<file path="src/logic/gbh_pkg.sv">
// Package: bus line encodings, timing figures and controller states for the bus controller
package gbh_pkg;
   localparam int CLK_MHZ = 50;
   localparam int T1_NS = 2000;
   localparam int T1_CYCLES = (T1_NS * CLK_MHZ + 999) / 1000;
   localparam int IFC_US = 100;
   localparam int IFC_CYCLES = IFC_US * CLK_MHZ;
   localparam int CMD_BITS = 7;
   localparam int DATA_BITS = 8;
   localparam int PARITY_BIT = 7;
   localparam logic [7:0] DEFAULT_FREQ_MHZ = 8'h08;
   localparam int SYNC_STAGES = 2;
   localparam int BUF_DEPTH = 2;
   typedef enum logic [2:0] {
      GBH_IDLE,
      GBH_IFC,
      GBH_SETTLE,
      GBH_WAIT_RFD,
      GBH_WAIT_DAC,
      GBH_WAIT_NDAC,
      GBH_RX_READY,
      GBH_RX_ACCEPT
   } gbh_state_t;
endpackage

</file>
<file path="src/logic/gbh_controller.sv">
// Bus controller: system controller, talker and listener end of the byte handshake
`timescale 1ns/1ps
module gbh_controller
   import gbh_pkg::*;
#(
   parameter int IFC_LEN = IFC_CYCLES,
   parameter bit PARITY_EN = 1'b0
) (
   input wire logic REF_CLK_I,
   input wire logic SRST_I,
   // User side: transmit stream
   input wire logic [7:0] TX_DATA_I,
   input wire logic TX_CMD_I,
   input wire logic TX_LAST_I,
   input wire logic TX_VALID_I,
   output logic TX_READY_O,
   // User side: receive stream
   output logic [7:0] RX_DATA_O,
   output logic RX_END_O,
   output logic RX_VALID_O,
   input wire logic RX_READY_I,
   // User side: control and status
   input wire logic SYS_CTRL_I,
   input wire logic TAKE_CTRL_I,
   input wire logic LISTEN_I,
   input wire logic REMOTE_I,
   input wire logic [7:0] FREQ_MHZ_I,
   input wire logic FREQ_SET_I,
   output logic CIC_O,
   output logic SRQ_SEEN_O,
   output logic BUSY_O,
   // Bus pins, active low; *_OE_N_O low means the pin is pulled low, except on DIO where each DIO_N_O bit sets the level
   input wire logic [7:0] DIO_N_I,
   output logic [7:0] DIO_N_O,
   output logic [7:0] DIO_OE_N_O,
   input wire logic DAV_N_I,
   output logic DAV_N_O,
   output logic DAV_OE_N_O,
   input wire logic NRFD_N_I,
   output logic NRFD_N_O,
   output logic NRFD_OE_N_O,
   input wire logic NDAC_N_I,
   output logic NDAC_N_O,
   output logic NDAC_OE_N_O,
   input wire logic EOI_N_I,
   output logic EOI_N_O,
   output logic EOI_OE_N_O,
   input wire logic SRQ_N_I,
   input wire logic IFC_N_I,
   output logic IFC_N_O,
   output logic IFC_OE_N_O,
   output logic ATN_N_O,
   output logic ATN_OE_N_O,
   output logic REN_N_O,
   output logic REN_OE_N_O
);

   ////////////////////////////////////////////////////////////////////////////////
   // Helpers

   function automatic logic [7:0] tx_byte(input logic [7:0] b, input logic cmd);
      // Command bytes are seven bits; the top line is forced to parity or zero
      logic [7:0] r;
      r = b;
      if (cmd || PARITY_EN) begin
         r[PARITY_BIT] = PARITY_EN ? ^b[CMD_BITS-1:0] : 1'b0;
      end
      return r;
   endfunction

   ////////////////////////////////////////////////////////////////////////////////
   // Input synchronisers

   logic [SYNC_STAGES-1:0] s_dav, s_nrfd, s_ndac, s_eoi, s_srq, s_ifc;
   logic [7:0] dio_s1, dio_s2;

   always_ff @(posedge REF_CLK_I) begin
      s_dav <= {s_dav[0], ~DAV_N_I};
      s_nrfd <= {s_nrfd[0], ~NRFD_N_I};
      s_ndac <= {s_ndac[0], ~NDAC_N_I};
      s_eoi <= {s_eoi[0], ~EOI_N_I};
      // Only far-side devices raise SRQ; this end watches it and never pulls it
      s_srq <= {s_srq[0], ~SRQ_N_I};
      s_ifc <= {s_ifc[0], ~IFC_N_I};
      dio_s1 <= ~DIO_N_I;
      dio_s2 <= dio_s1;
   end

   // Wired-low lines: asserted if any party pulls them
   wire dav_a = s_dav[SYNC_STAGES-1];
   wire nrfd_a = s_nrfd[SYNC_STAGES-1];
   wire ndac_a = s_ndac[SYNC_STAGES-1];
   wire eoi_a = s_eoi[SYNC_STAGES-1];
   wire srq_a = s_srq[SYNC_STAGES-1];
   wire ifc_a = s_ifc[SYNC_STAGES-1];

   ////////////////////////////////////////////////////////////////////////////////
   // Two-entry transmit buffer

   logic [9:0] tb_mem [BUF_DEPTH];
   logic tb_wp, tb_rp;
   logic [1:0] tb_cnt;
   wire tb_full = (tb_cnt == 2'(BUF_DEPTH));
   wire tb_empty = (tb_cnt == 2'h0);
   wire tb_push = TX_VALID_I && !tb_full;
   logic tb_pop;
   wire [9:0] tb_head = tb_mem[tb_rp];
   wire [1:0] next_tb_cnt = tb_cnt + 2'(tb_push) - 2'(tb_pop);

   always_ff @(posedge REF_CLK_I) begin
      if (SRST_I) begin
         tb_wp <= 1'b0;
         tb_rp <= 1'b0;
         tb_cnt <= 2'h0;
         TX_READY_O <= 1'b0;
      end else begin
         if (tb_push) begin
            tb_mem[tb_wp] <= {TX_CMD_I, TX_LAST_I, TX_DATA_I};
            tb_wp <= ~tb_wp;
         end
         if (tb_pop) begin
            tb_rp <= ~tb_rp;
         end
         tb_cnt <= next_tb_cnt;
         TX_READY_O <= next_tb_cnt < 2'(BUF_DEPTH);
      end
   end

   ////////////////////////////////////////////////////////////////////////////////
   // T1 count from programmed frequency

   logic [7:0] freq_mhz;
   logic [15:0] t1_load;
   always_ff @(posedge REF_CLK_I) begin
      if (SRST_I) begin
         freq_mhz <= DEFAULT_FREQ_MHZ;
      end else if (FREQ_SET_I && FREQ_MHZ_I != 8'h00) begin
         freq_mhz <= FREQ_MHZ_I;
      end
      // Rounded up so the delay never falls short of T1
      t1_load <= 16'((32'(T1_NS) * 32'(freq_mhz) + 32'd999) / 32'd1000);
   end

   ////////////////////////////////////////////////////////////////////////////////
   // Handshake state machine

   gbh_state_t state, next_state;
   logic [31:0] cnt;
   logic cic, sending_cmd;

   // Our own IFC pulse comes back through the synchronisers a few cycles late;
   // without this mask it would clear the control we have just taken
   logic [SYNC_STAGES:0] own_ifc;
   wire bus_ifc = ifc_a && (state != GBH_IFC) && (own_ifc == '0);

   always_ff @(posedge REF_CLK_I) begin
      if (SRST_I) begin
         own_ifc <= '0;
      end else begin
         own_ifc <= {own_ifc[SYNC_STAGES-1:0], state == GBH_IFC};
      end
   end

   wire rx_slot = !RX_VALID_O || RX_READY_I;
   assign tb_pop = (state == GBH_IDLE) && cic && !tb_empty && !bus_ifc;

   always_comb begin
      next_state = state;
      unique case (state)
         GBH_IDLE: begin
            if (SYS_CTRL_I && TAKE_CTRL_I && !cic) begin
               next_state = GBH_IFC;
            end else if (tb_pop) begin
               next_state = GBH_SETTLE;
            end else if (LISTEN_I && !tb_empty == 1'b0) begin
               next_state = GBH_RX_READY;
            end
         end
         GBH_IFC: if (cnt == 32'h0) next_state = GBH_IDLE;
         GBH_SETTLE: if (cnt == 32'h0) next_state = GBH_WAIT_RFD;
         GBH_WAIT_RFD: if (!nrfd_a) next_state = GBH_WAIT_DAC;
         GBH_WAIT_DAC: if (!ndac_a) next_state = GBH_WAIT_NDAC;
         GBH_WAIT_NDAC: if (ndac_a) next_state = GBH_IDLE;
         GBH_RX_READY: begin
            // Only move on once the byte can be kept, or it would be acknowledged and lost
            if (dav_a && rx_slot) next_state = GBH_RX_ACCEPT;
            else if (!LISTEN_I) next_state = GBH_IDLE;
         end
         GBH_RX_ACCEPT: if (!dav_a) next_state = GBH_IDLE;
      endcase
   end

   always_ff @(posedge REF_CLK_I) begin
      if (SRST_I) begin
         state <= GBH_IDLE;
         cnt <= 32'h0;
         cic <= 1'b0;
         sending_cmd <= 1'b0;
         DIO_N_O <= 8'hFF;
         EOI_N_O <= 1'b1;
      end else if (bus_ifc) begin
         state <= GBH_IDLE;
         cic <= 1'b0;
      end else begin
         state <= next_state;
         if (cnt != 32'h0) cnt <= cnt - 32'h1;
         if (state == GBH_IDLE && next_state == GBH_IFC) begin
            cnt <= 32'(IFC_LEN);
            cic <= 1'b1;
         end
         if (tb_pop) begin
            // Byte goes out before DAV, then T1 runs from here
            DIO_N_O <= ~tx_byte(tb_head[7:0], tb_head[9]);
            EOI_N_O <= ~(tb_head[8] && !tb_head[9]);
            sending_cmd <= tb_head[9];
            cnt <= 32'(t1_load > 16'h0 ? t1_load : 16'h1);
         end
      end
   end

   // Receive side: take the byte on the same edge that releases NDAC
   always_ff @(posedge REF_CLK_I) begin
      if (SRST_I) begin
         RX_VALID_O <= 1'b0;
         RX_DATA_O <= 8'h00;
         RX_END_O <= 1'b0;
      end else begin
         if (RX_READY_I) RX_VALID_O <= 1'b0;
         if (state == GBH_RX_READY && dav_a && rx_slot) begin
            RX_DATA_O <= dio_s2;
            RX_END_O <= eoi_a;
            RX_VALID_O <= 1'b1;
         end
      end
   end

   ////////////////////////////////////////////////////////////////////////////////
   // Pin drivers, all registered

   wire talking = (state == GBH_SETTLE) || (state == GBH_WAIT_RFD) ||
                  (state == GBH_WAIT_DAC) || (state == GBH_WAIT_NDAC);
   wire dav_on = (state == GBH_WAIT_RFD && !nrfd_a) || (state == GBH_WAIT_DAC);
   // Stall before accepting if the user has not drained the last byte
   wire hold_nrfd = !(state == GBH_RX_READY && !dav_a && rx_slot);
   wire hold_ndac = !(state == GBH_RX_ACCEPT || (state == GBH_RX_READY && dav_a && rx_slot));
   wire listen_drive = LISTEN_I && !talking;
   wire cmd_out = talking && sending_cmd;
   wire eoi_out = talking && !EOI_N_O;
   wire ifc_out = (state == GBH_IFC);
   // REN follows the request directly; a non-system end never touches it
   wire ren_out = SYS_CTRL_I && REMOTE_I;

   ////////////////////////////////////////////////////////////////////////////////
   // Talker lines

   always_ff @(posedge REF_CLK_I) begin
      if (SRST_I) begin
         DIO_OE_N_O <= 8'hFF;
         DAV_N_O <= 1'b1;
         DAV_OE_N_O <= 1'b1;
         EOI_OE_N_O <= 1'b1;
         ATN_N_O <= 1'b1;
         ATN_OE_N_O <= 1'b1;
      end else begin
         DIO_OE_N_O <= {8{!talking}};
         DAV_N_O <= !dav_on;
         DAV_OE_N_O <= !dav_on;
         EOI_OE_N_O <= !eoi_out;
         ATN_N_O <= !cmd_out;
         ATN_OE_N_O <= !cmd_out;
      end
   end

   ////////////////////////////////////////////////////////////////////////////////
   // Listener lines

   always_ff @(posedge REF_CLK_I) begin
      if (SRST_I) begin
         NRFD_N_O <= 1'b0;
         NRFD_OE_N_O <= 1'b1;
         NDAC_N_O <= 1'b0;
         NDAC_OE_N_O <= 1'b1;
      end else begin
         // Open collector: only ever pull low, never drive high
         NRFD_N_O <= 1'b0;
         NRFD_OE_N_O <= !(listen_drive && hold_nrfd);
         NDAC_N_O <= 1'b0;
         NDAC_OE_N_O <= !(listen_drive && hold_ndac);
      end
   end

   ////////////////////////////////////////////////////////////////////////////////
   // Management lines and status

   always_ff @(posedge REF_CLK_I) begin
      if (SRST_I) begin
         IFC_N_O <= 1'b1;
         IFC_OE_N_O <= 1'b1;
         REN_N_O <= 1'b1;
         REN_OE_N_O <= 1'b1;
         CIC_O <= 1'b0;
         SRQ_SEEN_O <= 1'b0;
         BUSY_O <= 1'b0;
      end else begin
         IFC_N_O <= !ifc_out;
         IFC_OE_N_O <= !(ifc_out && SYS_CTRL_I);
         REN_N_O <= !ren_out;
         REN_OE_N_O <= !ren_out;
         CIC_O <= cic;
         SRQ_SEEN_O <= srq_a && cic;
         BUSY_O <= (next_state != GBH_IDLE);
      end
   end

endmodule

</file>
<file path="config.mk">
export PLATFORM = sky130hd
export DESIGN_NAME = gbh_controller
export DESIGN_NICKNAME = d
export VERILOG_FILES = /design/src/logic/gbh_pkg.sv /design/src/logic/gbh_controller.sv
export SDC_FILE = /design/constraint.sdc
export NUM_CORES = 1
export LEC_CHECK = 0
export ABC_AREA = 1
export BUFFER_PORTS_ARGS = -buffer_cell sky130_fd_sc_hd__buf_2
export CORE_ASPECT_RATIO = 0.9
export CORE_MARGIN = 2
export CORE_UTILIZATION = 40
export CTS_CLUSTER_DIAMETER = 50
export DETAILED_ROUTE_END_ITERATION = 16
export PLACE_DENSITY_LB_ADDON = 0.08
export SLEW_MARGIN = 30
export SYNTH_ARGS = -nofsm -noshare
export SYNTH_HDL_FRONTEND = slang
export SYNTH_SLANG_ARGS = --single-unit
</file>
<file path="constraint.sdc">
create_clock -name REF_CLK_I -period 8.98 [get_ports REF_CLK_I]
set_input_delay 1.347 -clock REF_CLK_I [delete_from_list [all_inputs] [get_ports REF_CLK_I]]
set_output_delay 1.347 -clock REF_CLK_I [all_outputs]
set_load 0.02 [all_outputs]
</file>
Word-level counts from Yosys, hierarchy flattened:

Memories as Yosys holds them, arrays and structs flattened. A register that Yosys moved wholly into a read port is not among the register bits.
Cells that the tools add are included.
Widths: inputs -> output; s select.

* register bits: 128
* memory bits (writable): 20
* input bits: 41
* output and inout bits: 44
* logic and storage cells: 158
* memories kept: 1

* add/sub/neg operators: 4
* multipliers: 1
* divide/modulo/power cells: 1
* order comparisons: 2
* equality and inequality tests: 10
* multiplexer cells: 27
* bitwise logic cells: 12
* reductions and logical operators: 64

Memories
* tb_mem: words 2, bits a word 10, rd ports 1, clocked after memory_dff 1, wr ports 1, RTL line gbh_controller.sv:100 `logic [9:0] tb_mem [BUF_DEPTH];`

Operators with widths (number)
* $mux 32: 3
* $mux 3: 11
* $div 32x10->32 const B: 1
* $logic_not 32->1: 1
* $reduce_bool 32->1: 1
* $sub 32x1->32 const B: 1
* $logic_and 1x1->1: 26
* $pmux 3 s8: 1
* $add 19x10->20 const B: 1
* $logic_not 1->1: 20
* $gt 16x1->1 const B: 1
* $mux 16: 1
* $not 8->8: 2
* $mul 7x8->15 const A: 1
* $eq 3x3->1 const B: 4
* $mux 1: 11
* $not 1->1: 10
* $reduce_bool 8->1: 1
* $eq 3x1->1 const B: 2
* $eq 3x2->1 const B: 2
* $logic_not 3->1: 2
* $logic_or 1x1->1: 6
* $reduce_bool 3->1: 2
* $reduce_and 2->1: 2
* 8 further kinds: 8

Logic depth before layout (Yosys ltp):

Gate-level depths: netlist of run 1.

* depth after elaboration: 12
* gate-level depth with buffers: 85
* mapped depth without buffers: 82

Worst setup path before layout of run 1:

OpenSTA, ideal clock, no wires.

* kind: reg-to-reg
* start point: register freq_mhz[1]
* end point: register t1_load[0]
* library setup time: 113 ps
* data arrival time: 9483 ps
* required time: 8867 ps
* slack: -616 ps
* stages on the path, launching flop included: 79
* buffers on the path: 5
* period minus slack after synthesis: 9596 ps
* cell sequence: dfxtp_1 inv_1 fa_1 xnor2_1 ha_1 fa_1 inv_1 fa_1 inv_1 ha_1 nand2_1 inv_1 nand2_1 nand3_1 nand2_1 nand2_1 nor2_2 nand3_1 [... 43 more ...] buf_6 nand2_2 and2_4 nand2_1 nand2_1 nor2_2 inv_1 nand3_1 nand2_1 nor2_1 nand2_2 inv_2 or2_0 nand2_1 nand3_1 nand2_1 inv_1 nand2_1

* longest elaborated chain between the ends: 3

Ends and longest elaborated chain
* start, declared: RTL line gbh_controller.sv:132 `logic [7:0] freq_mhz;`
* start signal, assigned: RTL line gbh_controller.sv:136 `freq_mhz <= DEFAULT_FREQ_MHZ;`
* start signal, assigned: RTL line gbh_controller.sv:138 `freq_mhz <= FREQ_MHZ_I;`
* $mul 7x8->15: RTL line gbh_controller.sv:141 `t1_load <= 16'((32'(T1_NS) * 32'(freq_mhz) + 32'd999) / 32'd1000);`
* $add 19x10->20: RTL line gbh_controller.sv:141
* $div 32x10->32: RTL line gbh_controller.sv:141
* end signal, assigned: RTL line gbh_controller.sv:141
* end, declared: RTL line gbh_controller.sv:133 `logic [15:0] t1_load;`

No other way between the ends.
A chain may end at the register's enable or synchronous reset.

Final worst setup path of run 1:

* start point: register freq_mhz[2]
* end point: register t1_load[0]

The elaborated chain is that of the path after synthesis.

==> flow_summary.html, run 1 <==
<table>
<tr><th>Metric</th><th>Value</th></tr>
<tr><th colspan="2">Status</th></tr>
<tr><td>Result of the run</td><td>finished, violations left</td></tr>
<tr><td>Violations in the final reports</td><td>negative setup slack</td></tr>
<tr><th colspan="2">Worst setup path</th></tr>
<tr><td>Highest-delay cell along the critical path</td><td>sky130_fd_sc_hd__fa_2</td></tr>
<tr><td>Critical path class</td><td>flip-flop to flip-flop</td></tr>
<tr><td>Worst setup EP type</td><td>flip-flop</td></tr>
<tr><td>Req. time, crit path</td><td>around 9.4 ns</td></tr>
<tr><td>Register-to-register setup slack</td><td>-0.88 ns</td></tr>
<tr><td>Crit path top cell by count</td><td>sky130_fd_sc_hd__nand2_2</td></tr>
<tr><td>Startpoint type of the worst setup path</td><td>flip-flop</td></tr>
<tr><td>Largest driver fanout on the critical path</td><td>8</td></tr>
<tr><td>Endpoint arrival time on the critical path</td><td>10.23 ns</td></tr>
<tr><td>Top Family by Delay on Critical Path</td><td>simple AND/OR/NAND/NOR gates</td></tr>
<tr><td>Count of buffering cells on the critical path with inverters included</td><td>13</td></tr>
<tr><td>Delay contributed by the slowest stage of the critical path</td><td>0.61 ns</td></tr>
<tr><th colspan="2">Clocking</th></tr>
<tr><td>Clock slew at the register clock pins of the worst setup and hold paths</td><td>~0.07 ns</td></tr>
<tr><td>CTS tree</td><td>done</td></tr>
<tr><td>Library cell used as clock root buffer</td><td>sky130_fd_sc_hd__clkbuf_16</td></tr>
<tr><td>Clk sinks</td><td>144</td></tr>
<tr><td># H-tree levels</td><td>4</td></tr>
<tr><td>Post-CTS Hold Fix Bufs</td><td>0</td></tr>
<tr><td>Inserted Clock Buffers</td><td>17</td></tr>
<tr><td>Clock latency of the later-clocked register in the worst-skew pair</td><td>roughly 0.43 ns</td></tr>
<tr><td>CTS Buffer Depth</td><td>2</td></tr>
<tr><th colspan="2">Floorplanning</th></tr>
<tr><td>Die width</td><td>between 150 and 200 µm</td></tr>
<tr><td>Number of core rows</td><td>56</td></tr>
<tr><td>Starting density of the core</td><td>around two fifths</td></tr>
<tr><td>Height of the chip</td><td>158 µm</td></tr>
<tr><td>Area of the die</td><td>roughly 28000 µm²</td></tr>
<tr><td>I/O pin total</td><td>85</td></tr>
<tr><td>Area of the core</td><td>about 26000 µm²</td></tr>
<tr><th colspan="2">Synthesis</th></tr>
<tr><td>Biggest area contributors in the synthesized netlist</td><td>sky130_fd_sc_hd__dfxtp_1, sky130_fd_sc_hd__nand2_1, sky130_fd_sc_hd__inv_1</td></tr>
<tr><td>Mean Syn Cell Area</td><td>just under 7 µm²</td></tr>
<tr><td>Mapped Cells</td><td>1533</td></tr>
<tr><td>Most common flop cell mapped by yosys</td><td>sky130_fd_sc_hd__dfxtp_1</td></tr>
<tr><td>Proportion of netlist area held by the largest area contributor</td><td>roughly a quarter</td></tr>
<tr><td>Post-synth EDFFs</td><td>20</td></tr>
<tr><td>Post-synthesis cell type with the largest combined area</td><td>sky130_fd_sc_hd__dfxtp_1</td></tr>
<tr><td>Post-Syn Area</td><td>between 10000 and 15000 µm²</td></tr>
<tr><td>Fraction of registers with async set or reset after synthesis</td><td>0%</td></tr>
<tr><td>Proportion of synthesized chip area in sequential cells</td><td>slightly below 30%</td></tr>
<tr><td>Most frequently used cell type in the post-synthesis netlist</td><td>sky130_fd_sc_hd__nand2_1</td></tr>
<tr><td>Post-synthesis cell type count</td><td>58</td></tr>
<tr><td>Number of flip-flops and latches in the synthesized netlist</td><td>144</td></tr>
<tr><td>Most common library cells after synthesis</td><td>sky130_fd_sc_hd__nand2_1, sky130_fd_sc_hd__inv_1, sky130_fd_sc_hd__nor2_1, sky130_fd_sc_hd__nand3_1, sky130_fd_sc_hd__dfxtp_1</td></tr>
<tr><td>Warnings, synthesis</td><td>0</td></tr>
<tr><th colspan="2">Routing</th></tr>
<tr><td>Drt total wl</td><td>29600 µm</td></tr>
<tr><td>Avg WL per Cell</td><td>between 10 and 15 µm</td></tr>
<tr><td>TritonRoute pass-1 iters</td><td>5</td></tr>
<tr><td>Vias</td><td>10600</td></tr>
<tr><td>Initial detailed-routing violation count</td><td>roughly 540</td></tr>
<tr><td>Number of vias per cell after detailed routing</td><td>around 4.7</td></tr>
<tr><td>Detail Route Antenna Nets</td><td>0</td></tr>
<tr><td>Residual DRC count</td><td>0</td></tr>
<tr><th colspan="2">Placed design</th></tr>
<tr><td>Number of buffers added on ports</td><td>roughly 80</td></tr>
<tr><td>Post-DP HPWL</td><td>~22000 µm</td></tr>
<tr><td>Worst slack after detailed placement</td><td>-0.880 ns</td></tr>
<tr><td>Routability congestion estimate from global placement</td><td>roughly 0.84</td></tr>
<tr><th colspan="2">GRT</th></tr>
<tr><td>Met3 usage</td><td>about 3.4%</td></tr>
<tr><td>Most heavily used metal layer in global routing</td><td>met2</td></tr>
<tr><td>Global routing usage on met1</td><td>just over 30%</td></tr>
<tr><td>Initial antenna violation count</td><td>0</td></tr>
<tr><td>Met2 usage in global routing</td><td>33.3%</td></tr>
<tr><td>GRT Total Usage</td><td>roughly a fifth</td></tr>
<tr><td>Leftover overflow at the end of global routing</td><td>0</td></tr>
<tr><td>Via count of the first global-routing pass</td><td>9891</td></tr>
<tr><td>Global-route wire length before repair</td><td>between 40000 and 50000 µm</td></tr>
<tr><td>Largest net degree at the start of global routing</td><td>49</td></tr>
<tr><th colspan="2">Timing</th></tr>
<tr><td>Hold Violations, Final</td><td>0</td></tr>
<tr><td>Setup total negative slack</td><td>-1.83 ns</td></tr>
<tr><td>Final cycle utilization of the critical path</td><td>110%</td></tr>
<tr><td>Achievable Freq</td><td>0.101 GHz</td></tr>
<tr><td>Worst slew pin tran</td><td>about 0.85 ns</td></tr>
<tr><td>Worst clock skew on the final layout</td><td>0.00927 ns</td></tr>
<tr><td>Unrepaired setup endpoints after global routing</td><td>true</td></tr>
<tr><td>Max Slew Vio Count</td><td>0</td></tr>
<tr><td>Period minus WS final</td><td>about 10 ns</td></tr>
<tr><td>Headroom to the max-slew limit</td><td>a little over two fifths</td></tr>
<tr><td>Final setup fails</td><td>3</td></tr>
<tr><td>Final worst slack</td><td>-0.877 ns</td></tr>
<tr><th colspan="2">Run</th></tr>
<tr><td># Max-Cap Violations</td><td>0</td></tr>
<tr><th colspan="2">Cells and area</th></tr>
<tr><td>Area grow syn2layout</td><td>44.8%</td></tr>
<tr><td>Number of nets in the finished design</td><td>1999</td></tr>
<tr><td>Footprint of the multi-input gates</td><td>7380 µm²</td></tr>
<tr><td>Filler cells</td><td>about 2500</td></tr>
<tr><td>Fraction of layout instances using a drive strength above 1</td><td>a little under two fifths</td></tr>
<tr><td>Diodes inserted</td><td>0</td></tr>
<tr><td>Register Area</td><td>approximately 3100 µm²</td></tr>
<tr><th colspan="2">Min path</th></tr>
<tr><td>Class of the most critical hold timing path</td><td>flip-flop to flip-flop</td></tr>
</table>
-- kinds of logic (layout without fill, tap and decap cells) --
family / after synthesis / in the layout / synth area share [%]
muxes: 10 / 10 / 0.979
buffers and inverters: 288 / 654 / 11.2
AOI/OAI and AO/OA: 128 / 128 / 7.10
DFF: 144 / 144 / 29.4
and+or+nand+nor: 841 / 843 / 37.1
xor gates and xnor gates: 53 / 53 / 4.50
other: 1 / 3 / 0.0358
adders and majority gates: 68 / 68 / 9.62
-- what timing repair did --
item	4_1_cts	5_1_grt
pin swaps	70	71
gates resized for setup	114	166
setup endpoints to repair	3	4
cloned	1	2
setup buffers	34	26
-- sequential cells by signal, summed over array words and instances, names as in the netlist, 2 cells and up, named ones only --
| signal | count |
|---|---|
| DIO_N_O | 8 |
| RX_DATA_O | 8 |
| cnt | 32 |
| dio_s1 | 8 |
| dio_s2 | 8 |
| freq_mhz | 8 |
| own_ifc | 3 |
| s_dav | 2 |
| s_eoi | 2 |
| s_ifc | 2 |
| s_ndac | 2 |
| s_nrfd | 2 |
| s_srq | 2 |
| state | 3 |
| t1_load | 11 |
| tb_cnt | 2 |
| tb_mem | 20 |
-- metal layers --
metal | wire, µm | up-vias
met1 | 14800 | 4833
met2 | 13300 | 188
met5 | 0 | -
met3 | 1170 | 19
met4 | 265 | 0
li1 | - | 5595
-- final timing paths --
check,to,cells past startpoint,start
setup / recovery,t1_load[0]$_DFF_P_,75,freq_mhz[2]$_SDFFE_PP0P_
hold / removal,dio_s2[3]$_DFF_P_,0,dio_s1[3]$_DFF_P_
setup reg to reg,t1_load[0]$_DFF_P_,75,freq_mhz[2]$_SDFFE_PP0P_
hold reg to reg,dio_s2[3]$_DFF_P_,0,dio_s1[3]$_DFF_P_
-- per-stage QoR --
step | hold WS [ns] | utilization [%] | instance area, µm² | std cells
CTS | 0.320 | 55.1 | 14300 | 2224
detailed placement | 0.312 | 50.0 | 13000 | 2157
floorplan | 0.310 | - | 10600 | 1535
finish | 0.322 | 58.6 | 15200 | 2251
global route | 0.330 | 58.6 | 15200 | 2251
global placement | 0.311 | 50.0 | 13000 | 2157
-- final cells by class --
class / instances / area share, %
sequential: 144 / 20.4
timing repair buffer: 371 / 17.6
tap: 348 / 2.87
multi-input combinational: 1105 / 48.6
clock buffer: 17 / 2.80
inverter: 251 / 6.32
clock inverter: 15 / 1.40
-- placed cells by master, fill, tap and decap left out, types with 4 or more instances in the layout --
cell / instances
sky130_fd_sc_hd__nand2_1: 272
sky130_fd_sc_hd__buf_4: 268
sky130_fd_sc_hd__inv_1: 211
sky130_fd_sc_hd__nor2_1: 151
sky130_fd_sc_hd__dfxtp_1: 120
sky130_fd_sc_hd__nand3_1: 108
sky130_fd_sc_hd__nand2_2: 91
sky130_fd_sc_hd__buf_2: 82
sky130_fd_sc_hd__o21ai_0: 46
sky130_fd_sc_hd__ha_1: 42
sky130_fd_sc_hd__nand2_4: 38
sky130_fd_sc_hd__xor2_1: 37
sky130_fd_sc_hd__a21oi_1: 36
sky130_fd_sc_hd__nand4_1: 35
sky130_fd_sc_hd__nand3_2: 34
sky130_fd_sc_hd__nor2_4: 33
sky130_fd_sc_hd__inv_2: 32
sky130_fd_sc_hd__fa_1: 20
sky130_fd_sc_hd__edfxtp_1: 20
sky130_fd_sc_hd__nor3_1: 19
sky130_fd_sc_hd__nand3_4: 18
sky130_fd_sc_hd__buf_6: 18
sky130_fd_sc_hd__clkbuf_16: 17
sky130_fd_sc_hd__xnor2_1: 11
sky130_fd_sc_hd__nor2_2: 10
sky130_fd_sc_hd__nor4_1: 10
sky130_fd_sc_hd__mux2i_1: 8
sky130_fd_sc_hd__a21oi_2: 7
sky130_fd_sc_hd__nand3b_1: 6
sky130_fd_sc_hd__inv_4: 5
sky130_fd_sc_hd__ha_4: 5
sky130_fd_sc_hd__inv_6: 5
sky130_fd_sc_hd__a31oi_1: 4
sky130_fd_sc_hd__o21ai_1: 4
sky130_fd_sc_hd__nand2_8: 4
sky130_fd_sc_hd__inv_8: 4
Power of run 1 is left out: the tool's default activity adds up to more than one toggle a clock period on the data nets, which glitch-free logic cannot reach.
==> run 2, diff against run 1 <==
--- a/config.mk
+++ b/config.mk
@@ -7,9 +7,11 @@
 export LEC_CHECK = 0
 export ABC_AREA = 1
 export BUFFER_PORTS_ARGS = -buffer_cell sky130_fd_sc_hd__buf_2
+export CELL_PAD_IN_SITES_DETAIL_PLACEMENT = 0
+export CELL_PAD_IN_SITES_GLOBAL_PLACEMENT = 2
 export CORE_ASPECT_RATIO = 0.9
 export CORE_MARGIN = 2
-export CORE_UTILIZATION = 40
+export CORE_UTILIZATION = 31
 export CTS_CLUSTER_DIAMETER = 50
 export DETAILED_ROUTE_END_ITERATION = 16
 export PLACE_DENSITY_LB_ADDON = 0.08
==> flow_summary.html, run 2 (synthesis results as in run 1) <==
<table>
<tr><th>Metric</th><th>Value</th></tr>
<tr><th colspan="2">Clocking</th></tr>
<tr><td># H-tree levels</td><td>4 (unchanged)</td></tr>
<tr><td>Library cell used as clock root buffer</td><td>sky130_fd_sc_hd__clkbuf_16</td></tr>
<tr><td>Post-CTS Hold Fix Bufs</td><td>0 (unchanged)</td></tr>
<tr><td>Inserted Clock Buffers</td><td>17 (unchanged)</td></tr>
<tr><td>CTS Buffer Depth</td><td>2 (unchanged)</td></tr>
<tr><td>Clock latency of the later-clocked register in the worst-skew pair</td><td>0.42 ns (about the same)</td></tr>
<tr><td>Clk sinks</td><td>144 (unchanged)</td></tr>
<tr><td>Clock slew at the register clock pins of the worst setup and hold paths</td><td>0.07 ns (about the same)</td></tr>
<tr><td>CTS tree</td><td>done</td></tr>
<tr><th colspan="2">Floorplanning</th></tr>
<tr><td>Area of the die</td><td>35300 µm² (+28%)</td></tr>
<tr><td>Area of the core</td><td>33100 µm² (+28%)</td></tr>
<tr><td>Die width</td><td>198 µm (+13%)</td></tr>
<tr><td>I/O pin total</td><td>85 (unchanged)</td></tr>
<tr><td>Height of the chip</td><td>178 µm (+13%)</td></tr>
<tr><td>Number of core rows</td><td>63 (+13%)</td></tr>
<tr><td>Starting density of the core</td><td>31.7% (-8.8 points)</td></tr>
<tr><th colspan="2">Placed design</th></tr>
<tr><td>DP Cell Count</td><td>2250 (+4.3%)</td></tr>
<tr><td>Post-DP HPWL</td><td>24600 µm (+14%)</td></tr>
<tr><td>Routability congestion estimate from global placement</td><td>0.813 (-3.6%)</td></tr>
<tr><td>Number of buffers added on ports</td><td>82 (unchanged)</td></tr>
<tr><th colspan="2">Timing</th></tr>
<tr><td>Final cycle utilization of the critical path</td><td>108% (-1.4 points)</td></tr>
<tr><td>Final setup fails</td><td>3 (unchanged)</td></tr>
<tr><td>Max Slew Vio Count</td><td>0 (unchanged)</td></tr>
<tr><td>Unrepaired setup endpoints after global routing</td><td>true</td></tr>
<tr><td>Final worst slack</td><td>-0.754 ns (+0.123 ns)</td></tr>
<tr><td>Period minus WS final</td><td>9.73 ns (-0.123 ns)</td></tr>
<tr><td>Hold Violations, Final</td><td>0 (unchanged)</td></tr>
<tr><td>Worst clock skew on the final layout</td><td>0.0157 ns (+0.00643 ns)</td></tr>
<tr><td>Worst slew pin tran</td><td>0.891 ns (+0.0367 ns)</td></tr>
<tr><td>Achievable Freq</td><td>0.103 GHz (+1.3%)</td></tr>
<tr><td>Headroom to the max-slew limit</td><td>40.4% (-2.5 points)</td></tr>
<tr><th colspan="2">Worst setup path</th></tr>
<tr><td>Largest driver fanout on the critical path</td><td>8 (unchanged)</td></tr>
<tr><td>Crit path top cell by count</td><td>sky130_fd_sc_hd__nand2_2</td></tr>
<tr><td>Startpoint type of the worst setup path</td><td>flip-flop</td></tr>
<tr><td>Highest-delay cell along the critical path</td><td>sky130_fd_sc_hd__fa_2</td></tr>
<tr><td>Req. time, crit path</td><td>9.34 ns (about the same)</td></tr>
<tr><td>Register-to-register setup slack</td><td>-0.75 ns (+0.12 ns)</td></tr>
<tr><td>Worst setup EP type</td><td>flip-flop</td></tr>
<tr><td>Endpoint arrival time on the critical path</td><td>10.10 ns (-0.13 ns)</td></tr>
<tr><td>Delay contributed by the slowest stage of the critical path</td><td>0.58 ns (-0.03 ns)</td></tr>
<tr><td>Critical path class</td><td>flip-flop to flip-flop</td></tr>
<tr><th colspan="2">Routing</th></tr>
<tr><td>Number of vias per cell after detailed routing</td><td>4.53 (-4.1%)</td></tr>
<tr><td>Detail Route Antenna Nets</td><td>0 (unchanged)</td></tr>
<tr><td>Vias</td><td>10700 (+0.82%)</td></tr>
<tr><td>Drt total wl</td><td>32000 µm (+8.4%)</td></tr>
<tr><td>Residual DRC count</td><td>0 (unchanged)</td></tr>
<tr><td>TritonRoute pass-1 iters</td><td>5 (unchanged)</td></tr>
<tr><td>Avg WL per Cell</td><td>13.5 µm (+3.1%)</td></tr>
<tr><td>Initial detailed-routing violation count</td><td>409 (-25%)</td></tr>
<tr><th colspan="2">Cells and area</th></tr>
<tr><td>Top flop regs</td><td>cnt: 32 flops, tb_mem: 20 flops, t1_load: 11 flops</td></tr>
<tr><td>Max reg flops</td><td>32 (unchanged)</td></tr>
<tr><td>Fraction of layout instances using a drive strength above 1</td><td>40.3% (+3.0 points)</td></tr>
<tr><td>Diodes inserted</td><td>0 (unchanged)</td></tr>
<tr><td>Register containing the most flip-flops in the final layout</td><td>cnt</td></tr>
<tr><td>Most frequent cells in the layout</td><td>sky130_fd_sc_hd__buf_4, sky130_fd_sc_hd__nand2_1, sky130_fd_sc_hd__inv_1, sky130_fd_sc_hd__nor2_1, sky130_fd_sc_hd__dfxtp_1</td></tr>
<tr><td>Number of nets in the finished design</td><td>2040 (+2.1%)</td></tr>
<tr><td>Post-Layout Cell Count</td><td>2366 (+5.1%)</td></tr>
<tr><td>Filler cells</td><td>3414 (+37%)</td></tr>
<tr><td>Most common library cell in the layout ignoring fill and taps</td><td>sky130_fd_sc_hd__buf_4</td></tr>
<tr><td>Area grow syn2layout</td><td>49.1%</td></tr>
<tr><th colspan="2">Status</th></tr>
<tr><td>Result of the run</td><td>finished, violations left</td></tr>
<tr><td>Violations in the final reports</td><td>negative setup slack</td></tr>
<tr><th colspan="2">Min path</th></tr>
<tr><td>Class of the most critical hold timing path</td><td>flip-flop to flip-flop</td></tr>
<tr><th colspan="2">GRT</th></tr>
<tr><td>Global-route wire length before repair</td><td>52600 µm (+11%)</td></tr>
<tr><td>Initial antenna violation count</td><td>0 (unchanged)</td></tr>
<tr><td>GRT Total Usage</td><td>18.6% (-2.3 points)</td></tr>
<tr><td>Leftover overflow at the end of global routing</td><td>0 (unchanged)</td></tr>
<tr><td>Via count of the first global-routing pass</td><td>10600 (+7.0%)</td></tr>
<tr><td>Largest net degree at the start of global routing</td><td>48 (-2.0%)</td></tr>
<tr><th colspan="2">Run</th></tr>
<tr><td># Max-Cap Violations</td><td>0 (unchanged)</td></tr>
</table>
run 2: routing by layer:
layer | part of all wire [%] | global-route usage (%)
met1 | 52 | 26.6
met2 | 45 | 30.1
met3 | 2.5 | 2.29
met4 | 0.82 | 3.35
met5 | 0 | 0
run 2: worst paths after layout:
| check | startpoint | end | depth (start not counted) |
|---|---|---|---|
| worst min-delay path | dio_s1[3]$_DFF_P_ | dio_s2[3]$_DFF_P_ | 0 |
| worst min register to register | dio_s1[3]$_DFF_P_ | dio_s2[3]$_DFF_P_ | 0 |
| worst max-delay path | freq_mhz[2]$_SDFFE_PP0P_ | t1_load[0]$_DFF_P_ | 72 |
| worst max register to register | freq_mhz[2]$_SDFFE_PP0P_ | t1_load[0]$_DFF_P_ | 72 |
run 2: worst max-delay path, delay by kind of cell (launching register included):
kind / cells / cell delay, ns
and+or+nand+nor: 46 / 4.66
adders and majority gates: 5 / 2.25
buffers and inverters: 16 / 1.67
xor gates and xnor gates: 3 / 0.39
DFF: 1 / 0.37
AOI/OAI and AO/OA: 2 / 0.32
run 2: metrics by stage:
stage	util, %	hold slack, ns	TNS (ns)	worst slack, ns	cell area, µm²
floorplan	-	0.310	-0.274	-0.274	10600
global placement	39.9	0.311	-2.03	-1.02	13200
detailed placement	39.9	0.312	-2.05	-1.02	13200
CTS	45.3	0.325	-1.79	-0.720	15000
global route	47.2	0.331	-3.83	-1.45	15600
finish	47.2	0.323	-1.84	-0.754	15600
run 2: repair_timing:
item / CTS / global route
gates cloned: 5 / 1
endpoints found under the hold margin: 0 / 0
resized for setup: 185 / 120
setup endpoints to repair: 3 / 4
pin swaps: 109 / 72
setup buffers: 59 / 19
run 2: final cells by class:
class,instances,area (µm²),share of cell area [%]
inverters,251,957,6.12
clock buffers,17,425,2.72
clock inverters,15,143,0.912
multi-input cells,1107,7480,47.9
repair buffers,410,3010,19.2
well taps,422,528,3.38
flip-flops and latches,144,3090,19.8
Power of run 2 is left out for the same reason.
==> run 3, diff against run 2 <==
--- a/config.mk
+++ b/config.mk
@@ -5,13 +5,12 @@
 export SDC_FILE = /design/constraint.sdc
 export NUM_CORES = 1
 export LEC_CHECK = 0
-export ABC_AREA = 1
 export BUFFER_PORTS_ARGS = -buffer_cell sky130_fd_sc_hd__buf_2
 export CELL_PAD_IN_SITES_DETAIL_PLACEMENT = 0
 export CELL_PAD_IN_SITES_GLOBAL_PLACEMENT = 2
 export CORE_ASPECT_RATIO = 0.9
 export CORE_MARGIN = 2
-export CORE_UTILIZATION = 31
+export CORE_UTILIZATION = 34
 export CTS_CLUSTER_DIAMETER = 50
 export DETAILED_ROUTE_END_ITERATION = 16
 export PLACE_DENSITY_LB_ADDON = 0.08
==> flow_summary.html, run 3 <==
<table>
<tr><th>Metric</th><th>Value</th></tr>
<tr><th colspan="2">Status</th></tr>
<tr><td>Result of the run</td><td>finished, violations left</td></tr>
<tr><td>Violations in the final reports</td><td>negative setup slack</td></tr>
<tr><th colspan="2">Placed design</th></tr>
<tr><td>Post-DP HPWL</td><td>27500 µm (+12%)</td></tr>
<tr><td>Routability congestion estimate from global placement</td><td>0.910 (+12%)</td></tr>
<tr><td>Number of buffers added on ports</td><td>82 (unchanged)</td></tr>
<tr><th colspan="2">Timing</th></tr>
<tr><td>Final worst slack</td><td>-2.08 ns (-1.33 ns)</td></tr>
<tr><td>Final setup fails</td><td>5 (+2)</td></tr>
<tr><td>Worst clock skew on the final layout</td><td>0.0122 ns (-0.00351 ns)</td></tr>
<tr><td>Achievable Freq</td><td>0.0904 GHz (-12%)</td></tr>
<tr><td>Period minus WS final</td><td>11.06 ns (+1.33 ns)</td></tr>
<tr><td>Final cycle utilization of the critical path</td><td>123% (+15 points)</td></tr>
<tr><td>Worst slew pin tran</td><td>0.910 ns (+0.0186 ns)</td></tr>
<tr><td>Hold Violations, Final</td><td>0 (unchanged)</td></tr>
<tr><td>Headroom to the max-slew limit</td><td>39.2% (-1.2 points)</td></tr>
<tr><td>Unrepaired setup endpoints after global routing</td><td>true</td></tr>
<tr><td>Max Slew Vio Count</td><td>0 (unchanged)</td></tr>
<tr><th colspan="2">Cells and area</th></tr>
<tr><td>Footprint of the multi-input gates</td><td>8110 µm² (+8.3%)</td></tr>
<tr><td>Diodes inserted</td><td>0 (unchanged)</td></tr>
<tr><td>Share of the core filled with cells</td><td>49.9% (+2.6 points)</td></tr>
<tr><td>Fraction of layout instances using a drive strength above 1</td><td>37.6% (-2.7 points)</td></tr>
<tr><td>Filler cells</td><td>3083 (-9.7%)</td></tr>
<tr><td>Number of nets in the finished design</td><td>1854 (-9.1%)</td></tr>
<tr><td>Register Area</td><td>3090 µm² (about the same)</td></tr>
<tr><td>Most common library cell in the layout ignoring fill and taps</td><td>sky130_fd_sc_hd__buf_4</td></tr>
<tr><td>Top flop regs</td><td>cnt: 32 flops, tb_mem: 20 flops, t1_load: 11 flops</td></tr>
<tr><td>Max reg flops</td><td>32 (unchanged)</td></tr>
<tr><td>Register containing the most flip-flops in the final layout</td><td>cnt</td></tr>
<tr><td>Most frequent cells in the layout</td><td>sky130_fd_sc_hd__buf_4, sky130_fd_sc_hd__nor2_1, sky130_fd_sc_hd__dfxtp_1, sky130_fd_sc_hd__nand2_1, sky130_fd_sc_hd__buf_2</td></tr>
<tr><td>Area grow syn2layout</td><td>44.3%</td></tr>
<tr><th colspan="2">Synthesis</th></tr>
<tr><td>Most frequently used cell type in the post-synthesis netlist</td><td>sky130_fd_sc_hd__nor2_1</td></tr>
<tr><td>Post-Syn Area</td><td>11000 µm² (+5.3%)</td></tr>
<tr><td>Post-synth EDFFs</td><td>20 (unchanged)</td></tr>
<tr><td>Most common flop cell mapped by yosys</td><td>sky130_fd_sc_hd__dfxtp_1</td></tr>
<tr><td>Fraction of registers with async set or reset after synthesis</td><td>0% (unchanged)</td></tr>
<tr><td>Most common library cells after synthesis</td><td>sky130_fd_sc_hd__nor2_1, sky130_fd_sc_hd__dfxtp_1, sky130_fd_sc_hd__nand2_1, sky130_fd_sc_hd__inv_1, sky130_fd_sc_hd__a21oi_1</td></tr>
<tr><td>Warnings, synthesis</td><td>0 (unchanged)</td></tr>
<tr><td>Biggest area contributors in the synthesized netlist</td><td>sky130_fd_sc_hd__dfxtp_1, sky130_fd_sc_hd__edfxtp_1, sky130_fd_sc_hd__ha_1</td></tr>
<tr><td>Proportion of synthesized chip area in sequential cells</td><td>27.9% (-1.5 points)</td></tr>
<tr><td>Number of flip-flops and latches in the synthesized netlist</td><td>144 (unchanged)</td></tr>
<tr><td>Mean Syn Cell Area</td><td>8.31 µm² (+22%)</td></tr>
<tr><td>Post-synthesis cell type count</td><td>105 (+81%)</td></tr>
<tr><td>Proportion of netlist area held by the largest area contributor</td><td>22.5% (-1.2 points)</td></tr>
<tr><td>Post-synthesis cell type with the largest combined area</td><td>sky130_fd_sc_hd__dfxtp_1</td></tr>
<tr><td>Mapped Cells</td><td>1329 (-13%)</td></tr>
<tr><th colspan="2">Floorplanning</th></tr>
<tr><td>Die width</td><td>194 µm (-2.0%)</td></tr>
<tr><td>I/O pin total</td><td>85 (unchanged)</td></tr>
<tr><td>Starting density of the core</td><td>34.6% (+2.9 points)</td></tr>
<tr><td>Area of the core</td><td>32000 µm² (-3.5%)</td></tr>
<tr><td>Number of core rows</td><td>62 (-1.6%)</td></tr>
<tr><td>Height of the chip</td><td>175 µm (-1.9%)</td></tr>
<tr><td>Area of the die</td><td>33900 µm² (-3.9%)</td></tr>
<tr><th colspan="2">Worst setup path</th></tr>
<tr><td>Top Family by Delay on Critical Path</td><td>compound AO/OA/AOI/OAI gates</td></tr>
<tr><td>Largest driver fanout on the critical path</td><td>6 (-2)</td></tr>
<tr><td>Worst setup EP type</td><td>flip-flop</td></tr>
<tr><td>Count of buffering cells on the critical path with inverters included</td><td>9 (-7)</td></tr>
<tr><td>Startpoint type of the worst setup path</td><td>flip-flop</td></tr>
<tr><td>Critical path class</td><td>flip-flop to flip-flop</td></tr>
<tr><td>Number of stages on the worst setup path</td><td>44 (-39%)</td></tr>
<tr><td>Req. time, crit path</td><td>9.33 ns (about the same)</td></tr>
<tr><td>Delay contributed by the slowest stage of the critical path</td><td>0.65 ns (+0.07 ns)</td></tr>
<tr><td>Crit path top cell by count</td><td>sky130_fd_sc_hd__buf_4</td></tr>
<tr><td>Highest-delay cell along the critical path</td><td>sky130_fd_sc_hd__fa_2</td></tr>
<tr><td>Endpoint arrival time on the critical path</td><td>11.41 ns (+1.31 ns)</td></tr>
<tr><td>Number of cell instances on the worst register-to-register path</td><td>44 (-39%)</td></tr>
<tr><td>Register-to-register setup slack</td><td>-2.08 ns (-1.33 ns)</td></tr>
<tr><th colspan="2">Routing</th></tr>
<tr><td>Vias</td><td>11300 (+5.8%)</td></tr>
<tr><td>TritonRoute pass-1 iters</td><td>5 (unchanged)</td></tr>
<tr><td>Detail Route Antenna Nets</td><td>0 (unchanged)</td></tr>
<tr><td>Number of vias per cell after detailed routing</td><td>5.22 (+15%)</td></tr>
<tr><td>Initial detailed-routing violation count</td><td>681 (+67%)</td></tr>
<tr><td>Residual DRC count</td><td>0 (unchanged)</td></tr>
<tr><td>Avg WL per Cell</td><td>16.2 µm (+19%)</td></tr>
<tr><td>Drt total wl</td><td>35100 µm (+9.7%)</td></tr>
<tr><th colspan="2">Clocking</th></tr>
<tr><td>Clock latency of the later-clocked register in the worst-skew pair</td><td>0.42 ns (about the same)</td></tr>
<tr><td>Post-CTS Hold Fix Bufs</td><td>0 (unchanged)</td></tr>
<tr><td>Library cell used as clock root buffer</td><td>sky130_fd_sc_hd__clkbuf_16</td></tr>
<tr><td>CTS tree</td><td>done</td></tr>
<tr><td>CTS Buffer Depth</td><td>2 (unchanged)</td></tr>
<tr><td>Inserted Clock Buffers</td><td>17 (unchanged)</td></tr>
<tr><td>Clk sinks</td><td>144 (unchanged)</td></tr>
<tr><td># H-tree levels</td><td>4 (unchanged)</td></tr>
<tr><td>Clock slew at the register clock pins of the worst setup and hold paths</td><td>0.06 ns (about the same)</td></tr>
<tr><th colspan="2">GRT</th></tr>
<tr><td>Initial antenna violation count</td><td>0 (unchanged)</td></tr>
<tr><td>GRT Total Usage</td><td>20.3% (+1.8 points)</td></tr>
<tr><td>Largest net degree at the start of global routing</td><td>62 (+29%)</td></tr>
<tr><td>Via count of the first global-routing pass</td><td>11100 (+5.2%)</td></tr>
<tr><td>Global-route wire length before repair</td><td>57100 µm (+8.6%)</td></tr>
<tr><td>Leftover overflow at the end of global routing</td><td>0 (unchanged)</td></tr>
<tr><th colspan="2">Run</th></tr>
<tr><td># Max-Cap Violations</td><td>0 (unchanged)</td></tr>
<tr><th colspan="2">Min path</th></tr>
<tr><td>Worst hold stages</td><td>0 (unchanged)</td></tr>
<tr><td>Class of the most critical hold timing path</td><td>flip-flop to flip-flop</td></tr>
</table>
==> run 3: cell count changes in the layout (fill, tap and decap cells not counted), sizes merged, moves of 19 or more <==
| cell | before | now |
|---|---|---|
| a211oi | 2 | 37 |
| a21oi | 46 | 69 |
| a31oi | 4 | 23 |
| buf | 410 | 462 |
| inv | 257 | 77 |
| nand2 | 406 | 101 |
| nand3 | 160 | 39 |
| nand4 | 36 | 10 |
| nor2 | 194 | 129 |
| nor2b | 0 | 26 |
| nor3 | 22 | 49 |
| o211ai | 3 | 26 |
| xnor2 | 14 | 59 |
==> run 3: cells by family (layout without fill, tap and decap cells) <==
group / count (synthesis) / after routing / share of synthesized area [%]
buf+inv: 144 / 571 / 5.48
simple gates: 469 / 469 / 21.2
mux: 33 / 33 / 3.09
other cells: 1 / 3 / 0.0340
fa+ha+maj: 68 / 68 / 9.13
flops: 144 / 144 / 27.9
compound gates: 389 / 389 / 26.6
xor+xnor: 81 / 81 / 6.62
==> run 3: per-layer routing <==
| layer | routed length (µm) | vias to the layer above | global-route usage [%] |
|---|---|---|---|
| met5 | 0 | - | 0 |
| met4 | 499 | 0 | 5.40 |
| met3 | 897 | 35 | 1.85 |
| met2 | 16900 | 199 | 35.0 |
| met1 | 16800 | 5385 | 27.4 |
| li1 | - | 5725 | - |
==> run 3: cell type report <==
class                           count  share of cell area [%]
Clock buffer                       21                    3.09
Clock inverter                     11                   0.628
Inverter                           77                    1.87
Multi-Input combinational cell   1043                    50.9
Sequential cell                   144                    19.4
Tap cell                          416                    3.27
Timing Repair Buffer              462                    20.9
==> run 3: path summary, 6_finish.rpt <==
check                            from            endpoint
min                 dio_s1[0]$_DFF_P_   dio_s2[0]$_DFF_P_
max          freq_mhz[0]$_SDFFE_PP0P_  t1_load[0]$_DFF_P_
max reg2reg  freq_mhz[0]$_SDFFE_PP0P_  t1_load[0]$_DFF_P_
min reg2reg         dio_s1[0]$_DFF_P_   dio_s2[0]$_DFF_P_
==> run 3: through the flow <==
| step | setup WS (ns) | cell area (µm²) | std cells | hold WS (ns) | TNS (ns) |
|---|---|---|---|---|---|
| after floorplan | -1.84 | 11300 | 1331 | 0.310 | -5.22 |
| after global placement | -2.47 | 14500 | 2113 | 0.311 | -8.33 |
| after detailed placement | -2.47 | 14500 | 2113 | 0.312 | -8.30 |
| after CTS | -2.13 | 15500 | 2161 | 0.326 | -6.74 |
| after global routing | -2.47 | 15900 | 2174 | 0.332 | -8.24 |
| final | -2.08 | 15900 | 2174 | 0.325 | -6.39 |
==> run 3: timing repair <==
item                                    in CTS  in global routing
endpoints found under the setup margin       6                  6
hold endpoints to repair                     0                  0
buffers inserted                            16                 13
gates resized for setup                     57                 61
pin swaps                                   30                 38
Power of run 3 is left out for the same reason.
